$ cat src/hw/aisr_pkg.sv
// constants and types shared by both ends of the internal-clock result port
// assumes a single 250 MHz system clock on each end
package aisr_pkg;
	localparam int          CLK_MHZ          = 250;  // system clock rate
	localparam int          RESULT_BITS      = 32;   // bits per transfer
	localparam int          TEST_DELAY_NS    = 23000; // status test delay
	localparam int          TEST_DELAY_ALT_NS = 26000; // notch variant
	localparam int          EXT_OSC_X10      = 36;   // 3.6 osc periods
	localparam int          TEST_CYC         = (TEST_DELAY_NS * CLK_MHZ) / 1000;
	localparam int          TEST_ALT_CYC     = (TEST_DELAY_ALT_NS * CLK_MHZ) / 1000;
	localparam int          SCK_HALF_CYC     = 10;   // half internal SCK
	localparam int          CONV_CYC         = 2000; // model conversion
	localparam int          POR_NS           = 500000; // 0.5 ms
	localparam int          POR_CYC          = (POR_NS / 1000) * CLK_MHZ;
	localparam int          CNT_W            = 20;   // counter width
	localparam logic [31:0] RESULT_RESET     = 32'h0000_0000;
	localparam logic [5:0]  BIT_RESET        = 6'h00;

	// operating mode
	typedef enum logic [1:0] {
		AISR_SINGLE,     // cs controlled single cycle
		AISR_CONTINUOUS, // cs tied low
		AISR_AUTOSTART   // capacitor on cs
	} aisr_mode_e;
endpackage

$ cat src/hw/aisr_if.sv
// pin-level link between the converter end and the host end
// the bench resolves open-drain/weak levels from the enables
`timescale 1ns/1ps
interface aisr_if;
	logic sck_dev_o;   // device SCK value
	logic sck_dev_oe;  // device drives SCK
	logic sck_pu;      // device weak pull-up on SCK
	logic sck_host_o;  // host SCK value
	logic sck_host_oe; // host drives SCK
	logic sck;         // resolved SCK level
	logic sdo_o;       // device data value
	logic sdo_oe;      // device drives data
	logic sdo;         // resolved data level
	logic cs_host_o;   // host chip select value
	logic cs_host_oe;  // host drives chip select
	logic cs_pu;       // device weak pull-up on cs
	logic cs_sink;     // device discharge sink on cs
	logic cs;          // resolved cs level (below threshold = 0)

	modport dev (output sck_dev_o, sck_dev_oe, sck_pu, sdo_o, sdo_oe,
		cs_pu, cs_sink, input sck, cs);
	modport host (output sck_host_o, sck_host_oe, cs_host_o, cs_host_oe,
		input sck, sdo);
endinterface

$ cat src/hw/aisr_sync.sv
// two flip-flop synchroniser with a registered edge history
// assumes the input is asynchronous to sys_clk_i
`timescale 1ns/1ps
module aisr_sync (
	input  wire logic sys_clk_i,
	input  wire logic reset_i,
	input  wire logic async_i,
	output logic      level_o,
	output logic      prev_o
);
	logic [2:0] stage_reg; // stage 0 only feeds stage 1

	// shift in; set value is high as cs and sck idle high
	always_ff @(posedge sys_clk_i or posedge reset_i) begin
		if (reset_i) begin
			stage_reg <= 3'h7;
		end else begin
			stage_reg <= {stage_reg[1:0], async_i};
		end
	end

	assign level_o = stage_reg[1];
	assign prev_o  = stage_reg[2];
endmodule

$ cat src/hw/aisr_device.sv
// converter end: internal-clock serial result output
// assumes mode straps are static and the link is resolved by the bench
`timescale 1ns/1ps
module aisr_device (
	input  wire logic                 sys_clk_i,
	input  wire logic                 reset_i,
	aisr_if.dev                       link,
	input  wire aisr_pkg::aisr_mode_e mode_i,      // wiring of cs pin
	input  wire logic                 ext_osc_i,   // external oscillator in use
	input  wire logic                 notch_alt_i, // simultaneous-notch variant
	input  wire logic [31:0]          result_i,    // next conversion result
	input  wire logic [15:0]          ext_osc_cyc_i, // osc period in cycles
	output logic                      conv_busy_o, // conversion running
	output logic                      int_mode_o   // internal clock selected
);
	typedef enum logic [2:0] {
		ST_POR, ST_CONV, ST_SLEEP, ST_TEST, ST_SHIFT, ST_EXT
	} aisr_dstate_e;

	typedef struct packed {
		aisr_dstate_e   st;
		logic [19:0]    cnt;     // delay counter
		logic [5:0]     bitn;    // rising edges so far
		logic [31:0]    shreg;   // result shift register
		logic           sck;     // driven SCK level
		logic           sck_oe;
		logic           sck_pu;
		logic           sdo;
		logic           sdo_oe;
		logic           cs_pu;
		logic           cs_sink;
		logic           intm;    // internal clock mode latched
		logic           lost;    // SCK left low by cs rise
		logic           busy;    // converting, registered for the output
	} aisr_dev_s;

	aisr_dev_s s_reg;
	aisr_dev_s s_next;
	logic      cs_lv;
	logic      cs_pv;
	logic      sck_lv;
	logic      sck_pv;
	logic      cs_fall;
	logic      cs_rise;
	logic [19:0] test_cyc; // chosen status test delay

	aisr_sync u_cs (.sys_clk_i(sys_clk_i), .reset_i(reset_i),
		.async_i(link.cs), .level_o(cs_lv), .prev_o(cs_pv));
	aisr_sync u_sck (.sys_clk_i(sys_clk_i), .reset_i(reset_i),
		.async_i(link.sck), .level_o(sck_lv), .prev_o(sck_pv));

	assign cs_fall = cs_pv & ~cs_lv;
	assign cs_rise = ~cs_pv & cs_lv;

	// status test delay by oscillator choice
	always_comb begin
		if (ext_osc_i) begin
			test_cyc = 20'((32'(ext_osc_cyc_i) * aisr_pkg::EXT_OSC_X10
				+ 9) / 10);
		end else if (notch_alt_i) begin
			test_cyc = 20'(aisr_pkg::TEST_ALT_CYC);
		end else begin
			test_cyc = 20'(aisr_pkg::TEST_CYC);
		end
	end

	// whole device sequence
	always_comb begin
		s_next = s_reg;
		s_next.cnt = s_reg.cnt + 20'h00001;
		// pull-up follows the pin: off once low, back on once high
		// a pin left low by an outside driver thus stays low
		s_next.sck_pu = sck_lv;
		// data released while cs high in single mode
		if (mode_i == aisr_pkg::AISR_SINGLE && cs_lv) begin
			s_next.sdo_oe = 1'b0;
		end
		case (s_reg.st)
			ST_POR: begin
				s_next.sck_pu = 1'b1;
				// single mode picks its clock at every cs fall, so it
				// need not sit out the strap wait
				if (mode_i == aisr_pkg::AISR_SINGLE ||
					s_reg.cnt >= 20'(aisr_pkg::POR_CYC - 1)) begin
					s_next.intm = sck_lv;
					s_next.st   = sck_lv ? ST_CONV : ST_EXT;
					s_next.cnt  = '0;
					s_next.cs_pu = (mode_i == aisr_pkg::AISR_AUTOSTART);
				end
			end
			ST_CONV, ST_SLEEP: begin
				if (s_reg.st == ST_CONV &&
					s_reg.cnt >= 20'(aisr_pkg::CONV_CYC - 1)) begin
					s_next.st    = ST_SLEEP;
					s_next.cnt   = '0;
					s_next.shreg = result_i;
					if (mode_i == aisr_pkg::AISR_CONTINUOUS) begin
						s_next.sck = 1'b0;
						s_next.sdo = 1'b0;
					end else if (mode_i == aisr_pkg::AISR_AUTOSTART) begin
						s_next.sck = 1'b0;
						s_next.sdo = 1'b0;
						s_next.cs_pu   = 1'b0;
						s_next.cs_sink = 1'b1;
						s_next.sck_pu  = 1'b1;
					end else if (!cs_lv && s_reg.intm) begin
						s_next.sdo = 1'b0;
						s_next.st  = ST_TEST;
					end
				end else if (s_reg.st == ST_SLEEP &&
					mode_i == aisr_pkg::AISR_CONTINUOUS) begin
					if (s_reg.cnt >= 20'(aisr_pkg::SCK_HALF_CYC - 1)) begin
						s_next.st   = ST_SHIFT;
						s_next.cnt  = '0;
						s_next.sck  = 1'b1; // first rise ends the sleep
						s_next.bitn = 6'h01;
					end
				end else if (s_reg.st == ST_SLEEP &&
					mode_i == aisr_pkg::AISR_AUTOSTART) begin
					if (!cs_lv) begin
						s_next.intm    = sck_lv;
						s_next.cs_sink = 1'b0;
						s_next.st      = ST_SHIFT;
						s_next.cnt     = '0;
					end
				end else if (cs_fall && mode_i == aisr_pkg::AISR_SINGLE) begin
					// mode picked by SCK level at cs fall
					s_next.intm = sck_lv & ~s_reg.lost;
					s_next.lost = 1'b0;
					if (sck_lv && !s_reg.lost) begin
						s_next.sck    = 1'b0;
						s_next.sck_oe = 1'b1;
						s_next.sdo_oe = 1'b1;
						s_next.sdo    = (s_reg.st == ST_CONV);
						if (s_reg.st == ST_SLEEP) begin
							s_next.st  = ST_TEST;
							s_next.cnt = '0;
						end
					end else begin
						s_next.st = (s_reg.st == ST_SLEEP) ? ST_EXT : s_reg.st;
					end
				end else if (cs_rise && mode_i == aisr_pkg::AISR_SINGLE) begin
					s_next.sck_oe = 1'b0;
					s_next.sck_pu = 1'b1;
				end
			end
			ST_TEST: begin
				if (cs_lv && mode_i == aisr_pkg::AISR_SINGLE) begin
					s_next.st     = ST_SLEEP;
					s_next.sck_oe = 1'b0;
					s_next.sck_pu = 1'b1;
				end else if (s_reg.cnt >= test_cyc - 20'h00001) begin
					// first rise lands exactly one test delay on
					s_next.st   = ST_SHIFT;
					s_next.cnt  = '0;
					s_next.sck  = 1'b1;
					s_next.bitn = 6'h01;
				end
			end
			ST_SHIFT: begin
				if (cs_lv && mode_i == aisr_pkg::AISR_SINGLE) begin
					s_next.lost   = ~s_reg.sck;
					s_next.sck_oe = 1'b0;
					s_next.st     = ST_CONV;
					s_next.cnt    = '0;
					s_next.bitn   = aisr_pkg::BIT_RESET;
				end else if (s_reg.cnt >= 20'(aisr_pkg::SCK_HALF_CYC - 1)) begin
					s_next.cnt = '0;
					if (s_reg.bitn == 6'(aisr_pkg::RESULT_BITS)) begin
						// last bit stands a full half period past the
						// 32nd rise, so no receiver races the data high
						s_next.sdo   = 1'b1;
						s_next.st    = ST_CONV;
						s_next.bitn  = aisr_pkg::BIT_RESET;
						s_next.cs_pu = (mode_i ==
							aisr_pkg::AISR_AUTOSTART);
					end else if (!s_reg.sck) begin
						s_next.sck  = 1'b1;
						s_next.bitn = s_reg.bitn + 6'h01;
					end else begin
						s_next.sck   = 1'b0;
						s_next.sdo   = s_reg.shreg[31];
						s_next.shreg = {s_reg.shreg[30:0], 1'b0};
					end
				end
			end
			ST_EXT: begin
				// external clock mode is outside this port
				s_next.sck_oe = 1'b0;
				if (cs_fall && sck_lv) begin
					s_next.intm = 1'b1;
					s_next.st   = ST_CONV;
				end
			end
			default: begin
				s_next.st = ST_POR;
			end
		endcase
		// never pull up against our own sck_oe low drive; the continuous and autostart drive is not covered
		if (s_next.sck_oe && !s_next.sck) begin
			s_next.sck_pu = 1'b0;
		end
		s_next.busy = (s_next.st == ST_CONV);
	end

	// single state register
	always_ff @(posedge sys_clk_i or posedge reset_i) begin
		if (reset_i) begin
			s_reg <= '{st: ST_POR, cnt: '0, bitn: aisr_pkg::BIT_RESET,
				shreg: aisr_pkg::RESULT_RESET, sck: 1'b1, sck_oe: 1'b0,
				sck_pu: 1'b1, sdo: 1'b1, sdo_oe: 1'b0, cs_pu: 1'b0,
				cs_sink: 1'b0, intm: 1'b0, lost: 1'b0, busy: 1'b0};
		end else begin
			s_reg <= s_next;
		end
	end

	// continuous and autostart drive pins whenever internal
	assign link.sck_dev_o  = s_reg.sck;
	assign link.sck_dev_oe = s_reg.sck_oe |
		(s_reg.intm && mode_i != aisr_pkg::AISR_SINGLE);
	assign link.sck_pu     = s_reg.sck_pu;
	assign link.sdo_o      = s_reg.sdo;
	assign link.sdo_oe     = s_reg.sdo_oe |
		(s_reg.intm && mode_i != aisr_pkg::AISR_SINGLE);
	assign link.cs_pu      = s_reg.cs_pu;
	assign link.cs_sink    = s_reg.cs_sink;
	assign conv_busy_o     = s_reg.busy;
	assign int_mode_o      = s_reg.intm;
endmodule

$ cat src/flat_wrapper.sv
// flat-port wrapper written by rule: the top's interface ports become plain ports
module aisr_device_flat 
  (sys_clk_i, reset_i, mode_i, ext_osc_i, notch_alt_i, result_i, ext_osc_cyc_i, conv_busy_o, int_mode_o, link_sck_dev_o, link_sck_dev_oe, link_sck_pu, link_sdo_o, link_sdo_oe, link_cs_pu, link_cs_sink, link_sck, link_cs);
  aisr_if link_i ();
  input  wire logic sys_clk_i;
  input  wire logic reset_i;
  input  wire aisr_pkg::aisr_mode_e mode_i;
  input  wire logic ext_osc_i;
  input  wire logic notch_alt_i;
  input  wire logic [31:0] result_i;
  input  wire logic [15:0] ext_osc_cyc_i;
  output logic conv_busy_o;
  output logic int_mode_o;
  output wire logic [$bits(link_i.sck_dev_o)-1:0] link_sck_dev_o;
  output wire logic [$bits(link_i.sck_dev_oe)-1:0] link_sck_dev_oe;
  output wire logic [$bits(link_i.sck_pu)-1:0] link_sck_pu;
  output wire logic [$bits(link_i.sdo_o)-1:0] link_sdo_o;
  output wire logic [$bits(link_i.sdo_oe)-1:0] link_sdo_oe;
  output wire logic [$bits(link_i.cs_pu)-1:0] link_cs_pu;
  output wire logic [$bits(link_i.cs_sink)-1:0] link_cs_sink;
  input wire logic [$bits(link_i.sck)-1:0] link_sck;
  input wire logic [$bits(link_i.cs)-1:0] link_cs;
  assign link_sck_dev_o = link_i.sck_dev_o;
  assign link_sck_dev_oe = link_i.sck_dev_oe;
  assign link_sck_pu = link_i.sck_pu;
  assign link_sdo_o = link_i.sdo_o;
  assign link_sdo_oe = link_i.sdo_oe;
  assign link_cs_pu = link_i.cs_pu;
  assign link_cs_sink = link_i.cs_sink;
  assign link_i.sck = link_sck;
  assign link_i.cs = link_cs;
  aisr_device u_core (.sys_clk_i(sys_clk_i), .reset_i(reset_i), .link(link_i), .mode_i(mode_i), .ext_osc_i(ext_osc_i), .notch_alt_i(notch_alt_i), .result_i(result_i), .ext_osc_cyc_i(ext_osc_cyc_i), .conv_busy_o(conv_busy_o), .int_mode_o(int_mode_o));
endmodule
$ cat config.mk
export PLATFORM = sky130hd
export DESIGN_NAME = aisr_device_flat
export DESIGN_NICKNAME = d
export VERILOG_FILES = /design/src/hw/aisr_pkg.sv /design/src/hw/aisr_if.sv /design/src/hw/aisr_sync.sv /design/src/hw/aisr_device.sv /design/src/flat_wrapper.sv
export SDC_FILE = /design/constraint.sdc
export NUM_CORES = 1
export LEC_CHECK = 0
export ABC_AREA = 1
export BUFFER_PORTS_ARGS = -buffer_cell sky130_fd_sc_hd__buf_2
export CAP_MARGIN = 20
export CORE_AREA = 2 2 170 172
export DETAILED_ROUTE_END_ITERATION = 10
export DIE_AREA = 0 0 172 174
export PLACE_DENSITY_LB_ADDON = 0.08
export RECOVER_POWER = 100
export REMOVE_ABC_BUFFERS = 1
export SKIP_CTS_REPAIR_TIMING = 1
export SYNTH_ARGS = -nofsm -noshare
export SYNTH_HDL_FRONTEND = slang
export SYNTH_SLANG_ARGS = --single-unit
$ cat constraint.sdc
create_clock -name sys_clk_i -period 5.3 [get_ports sys_clk_i]
set_input_delay 1.06 -clock sys_clk_i [delete_from_list [all_inputs] [get_ports sys_clk_i]]
set_output_delay 1.06 -clock sys_clk_i [all_outputs]
set_load 0.1 [all_outputs]
== Word-level counts from Yosys, hierarchy flattened ==
Cells that the tools add are included.

* Bits in registers: 76
* Bits of input ports: 56

* Bitwise gates (word level): 9
* Multipliers: 1
* $add $sub $neg: 4
* Multiplexer cells: 105
* Reductions and logical operators: 31
* $lt $le $gt $ge: 4
* Equality and inequality tests: 42
* Divide/modulo/power cells: 1

{| class="wikitable"
|+ Operators by type and width
! kind !! number
|-
| 23-bit 2-to-1 mux || 7
|-
| 29-bit 2-to-1 mux || 3
|-
| 20-bit one-hot mux with 4 select lines || 1
|-
| 33-bit 2-to-1 mux || 2
|-
| 32-bit 2-to-1 mux || 2
|-
| 32-bit one-hot mux with 2 select lines || 1
|-
| 62-bit 2-to-1 mux || 1
|-
| 2-bit 2-to-1 mux || 21
|-
| 1-bit 2-to-1 mux || 40
|-
| 20-bit 2-to-1 mux || 2
|-
| 32-bit by 4-bit divider with 32-bit output, second input constant || 1
|-
| 2-bit by 1-bit inequality test with 1-bit output, second input constant || 15
|-
| 26-bit 2-to-1 mux || 1
|-
| 3-bit 2-to-1 mux || 8
|-
| 6-bit 2-to-1 mux || 4
|-
| 22-bit by 4-bit adder with 23-bit output, second input constant || 1
|-
| 20-bit by 1-bit adder with 20-bit output, second input constant || 1
|-
| 20-bit by 11-bit >= comparator with 1-bit output, second input constant || 1
|-
| 20-bit by 17-bit >= comparator with 1-bit output, second input constant || 1
|-
| 20-bit >= comparator || 1
|-
| 20-bit by 4-bit >= comparator with 1-bit output, second input constant || 1
|-
| 16-bit by 4-bit multiplier with 20-bit output, second input constant || 1
|-
| 20-bit by 1-bit subtractor with 20-bit output, second input constant || 1
|-
| 6-bit one-hot mux with 3 select lines || 1
|-
| other kinds (35) || 79
|}

== Longest topological paths before layout ==
* Word-level depth: 17
* Depth in mapped cells: 118
* Depth with buffers taken out: 117

== Hierarchy ==
A second synthesis with hierarchy kept.

* Cell total of the unflattened synthesis: 1369
* Area total of the unflattened synthesis: 8705.8 um2

{| class="wikitable"
|+ Modules (own cells, without submodules)
! module !! times used !! area each (um2) !! cells an instance !! seq. area each (um2)
|-
| aisr_device || 1 || 8540.7 || 1361 || 1780.5
|-
| aisr_sync || 2 || 82.6 || 4 || 78.8
|}

== Worst setup path after synthesis ==
No wires, ideal clock.

* Path kind: input-to-reg
* Start: input port ext_osc_cyc_i[1]
* End: register u_core.s_reg[54] (netlist name)
* Path slack: -5.689 ns
* Arrival time: 10.852 ns
* Stages: 105
* Library setup time: 0.136 ns
* Data required time: 5.164 ns
* Path buffers: 1
* Cell sequence: ha_1 -> ha_1 -> fa_1 -> nand4_1 -> nor2_1 -> nand2_1 -> nor2_1 -> nand3_1 -> nor2_1 -> nand4_1 -> o21bai_2 -> nand3_2 -> nand2_2 -> nand2_2 -> nand2_2 -> nand2_2 -> nand2_4 -> nand2_2 -> [... 69 more ...] -> nor2_2 -> nand3_1 -> xor2_1 -> ha_1 -> nand2_1 -> o21ai_0 -> o21a_1 -> o2111ai_1 -> nand2_1 -> a21oi_1 -> nor2_1 -> a2111o_1 -> nand2_1 -> nand2_1 -> nand3_1 -> nor3_1 -> clkbuf_1 -> a21oi_1

{| class="wikitable"
|+ RTL lines
! element !! line !! source
|-
| from (decl) || flat_wrapper.sv:11 || <nowiki>input wire logic [15:0] ext_osc_cyc_i;</nowiki>
|-
| to (signal assigned) || aisr_device.sv:209 || <nowiki>s_reg <= '{st: ST_POR, cnt: '0, bitn: aisr_pkg::BIT_RESET,</nowiki>
|-
| to (signal assigned) || aisr_device.sv:214 || <nowiki>s_reg <= s_next;</nowiki>
|-
| to (decl) || aisr_device.sv:37 || <nowiki>aisr_dev_s s_reg;</nowiki>
|}

==> flow_metrics.env <==
export IMPL_result_of_the_run="complete, but fails checks"
export IMPL_failing_checks="max-capacitance violations, max-slew violations, negative setup slack"
export IMPL_routabilityCongestion=0.8580
export IMPL_grt_overflow_total=0
export IMPL_timing_hold_ws_ns=0.3580
export IMPL_timing_worst_slew_pin_value_ns=2.571
export IMPL_rsz_0062_raised_after_global_routing="true"
export IMPL_cp_end_kind="register"
export IMPL_hold_violations=0
export IMPL_synth_top_flop_cell="dfrtp_1"
export IMPL_grt_max_degree=65
export IMPL_postRouteAntennaNets=0
export IMPL_reg2reg_depth=13
export IMPL_netlist_instances=1322
export IMPL_setup_worst_path_end="u_core.link.sck_pu"
export IMPL_place_detailed_instances=1926
export IMPL_worst_skew_pair_late_latency_ns=0.35
export IMPL_cp_common_cell="nand2_4"
export IMPL_drc=0
export IMPL_rr_endpoint="u_core.s_reg[15]"
export IMPL_syn2layout_area_growth_pct=41.30
export IMPL_dp_final_hpwl_mm=18.38
export IMPL_htreeDepth=3
export IMPL_yosysWarnings=0
export IMPL_timing_clock_skew_ns=0.01409
export IMPL_grt_antenna_before_repair=0
export IMPL_cp_data_required_time_ns=5.56
export IMPL_port_buffers=64
export IMPL_layout_worst_path_cycle_share_pct=217.1
export IMPL_largest_reg_flops=64
export IMPL_timing_reg2reg_setup_slack_ns=1.70
export IMPL_ys_ff_latch=76
export IMPL_io_pins=65
export IMPL_die_area_um2=29930
export IMPL_via_count=9035
export IMPL_die_w_um=172
export IMPL_slew_viol_final=48
export IMPL_drt_pass1_iterations=5
export IMPL_final_cell_count_no_fill=1963
export IMPL_drt_iter0_markers=462
export IMPL_drive_gt1_share_pct=34.64
export IMPL_max_slew_margin_pct=-71.43
export IMPL_numCtsBuffers=9
export IMPL_crit_fanout=5
export IMPL_timing_critical_path_from="ext_osc_cyc_i[1]"
export IMPL_regToRegStartpoint="u_core.s_reg[70]"
export IMPL_synth_area_um2=8295
export IMPL_initial_utilization_pct=29.38
export IMPL_cts_sink_count=76
export IMPL_setup_violations_final=32
export IMPL_cts_clk_slew_worst_paths_ns=0.07
export IMPL_grt_first_pass_wirelength_mm=39.41
export IMPL_final_critical_path_setup_slack_ns=-6.205
export IMPL_critical_path_class="primary input to register"
export IMPL_core_um2=28240
export IMPL_start_kind="primary input"
export IMPL_mean_syn_cell_area_um2=6.275
export IMPL_period_minus_slack_ns=11.50
export IMPL_global_route_usage_total_pct=15.72
export IMPL_fill_cells=3089
export IMPL_clk_path_buf_depth=2
export IMPL_final_net_count=1685
export IMPL_post_route_util_pct=41.51
export IMPL_fp_row_count=62
export IMPL_synth_seq_area_share_pct=23.05
export IMPL_timing_critical_path_slowest_stage_cell="fa_2"
export IMPL_timing_critical_path_arrival_ns=11.77
export IMPL_first_global_vias=8512
export IMPL_clock_tree_root_cell="clkbuf_16"
export IMPL_critPathMaxStageDelay_ns=0.61
export IMPL_worst_hold_path_type="register to register"
export IMPL_synth_async_reset_ratio_pct=100.0
export IMPL_hold_depth=0
export IMPL_cap_viol_max_count=1
export IMPL_route_final_wire_length_mm=23.59
export IMPL_avgViaCountPerCell=4.603
export IMPL_cts_tree="yes"
export IMPL_drt_wirelength_per_cell_um=12.02
export IMPL_synth_distinct_cells=55
export IMPL_height_of_the_chip_um=174
export IMPL_synth_edf_count=0
export IMPL_maxClockFrequency_ghz=0.08692
export IMPL_diodes=0
-- cell usage in the layout (no fill, tap or decap), drive strengths merged, types with 2 or more instances in the layout --
cell and instances:
a211oi 8, a21oi 71, a22oi 31, a31oi 4, buf 247, clkbuf 22
clkinv 3, clkinvlp 3, dfrtp 68, dfstp 8, ha 54, inv 233
nand2 403, nand3 153, nand4 27, nor2 127, nor3 17, nor3b 3
nor4 7, o211ai 4, o21a 2, o21ai 35, o21bai 2, o221ai 2
o31ai 3, or2 4, xnor2 8, xor2 15
-- area by class of cell --
class / instances / area (um^2) / area share [%]
Tap cell: 384 / 480.5 / 4.099
Multi-Input combinational cell: 994 / 6315 / 53.88
Inverter: 234 / 889.6 / 7.590
Clock inverter: 6 / 71.32 / 0.6085
Timing Repair Buffer: 259 / 1814 / 15.48
Sequential cell: 76 / 1912 / 16.31
Clock buffer: 10 / 239.0 / 2.039
-- cells in the mapped netlist (all sizes together), types with 17 or more instances --
| master | number | share of area (%) |
|---|---|---|
| nand4 | 27 | 2.4 |
| o21ai | 35 | 2.2 |
| nand2 | 403 | 21 |
| a21oi | 71 | 4.3 |
| inv | 232 | 10 |
| ha | 54 | 8.1 |
| nor2 | 127 | 6.0 |
| nor3 | 17 | 1.0 |
| dfrtp | 68 | 21 |
| a22oi | 31 | 2.8 |
| nand3 | 153 | 10 |
-- logic make-up (layout without fill, tap and decap cells) --
| logic type | after synthesis | after routing | share of synthesized area (%) |
|---|---|---|---|
| adders and majority gates | 55 | 55 | 8.386 |
| and+or+nand+nor | 745 | 745 | 42.20 |
| xor gates and xnor gates | 23 | 23 | 2.428 |
| buffers and inverters | 252 | 509 | 11.46 |
| AOI/OAI and AO/OA | 171 | 171 | 12.47 |
| DFF | 76 | 76 | 23.05 |
-- critical path: cells and delay by family --
kind	cells	cell delay (ns)
simple gates	77	6.36
fa+ha+maj	5	1.44
buf+inv	10	0.88
compound gates	11	1.74
xor+xnor	1	0.16
-- metrics by stage --
stage / setup slack (ns) / instance area (um^2) / TNS [ns]
2_1_floorplan: -6.181 / 8223 / -185.49
3_3_place_gp: -6.667 / 10360 / -206.63
5_1_grt: -7.071 / 11720 / -222.77
4_1_cts: -6.526 / 10670 / -201.34
3_5_place_dp: -6.836 / 10360 / -212.27
6_report: -6.205 / 11720 / -195.63
-- how the worst min path moves through the flow --
stage | startpoint | to | slack, ns
floorplan | u_core.u_cs.stage_reg[0] | u_core.u_cs.stage_reg[1] | 0.35
global placement | u_core.u_cs.stage_reg[0] | u_core.u_cs.stage_reg[1] | 0.35
detailed placement | u_core.u_sck.stage_reg[0] | u_core.u_sck.stage_reg[1] | 0.36
CTS | u_core.u_cs.stage_reg[0] | u_core.u_cs.stage_reg[1] | 0.36
global route | u_core.u_cs.stage_reg[0] | u_core.u_cs.stage_reg[1] | 0.37
finish | u_core.u_cs.stage_reg[0] | u_core.u_cs.stage_reg[1] | 0.36
-- routing by layer --
layer / GRT usage, % / wire length (um) / vias to the layer above
met5: 0 / 0 / -
met4: 2.381 / 162 / 0
met3: 2.254 / 554 / 12
met2: 25.28 / 11040 / 98
met1: 22.67 / 11840 / 4135
li1: - / - / 4790
Power is not shown: default switching activity piles up to over one toggle a cycle in this logic, so the estimate is an artifact.
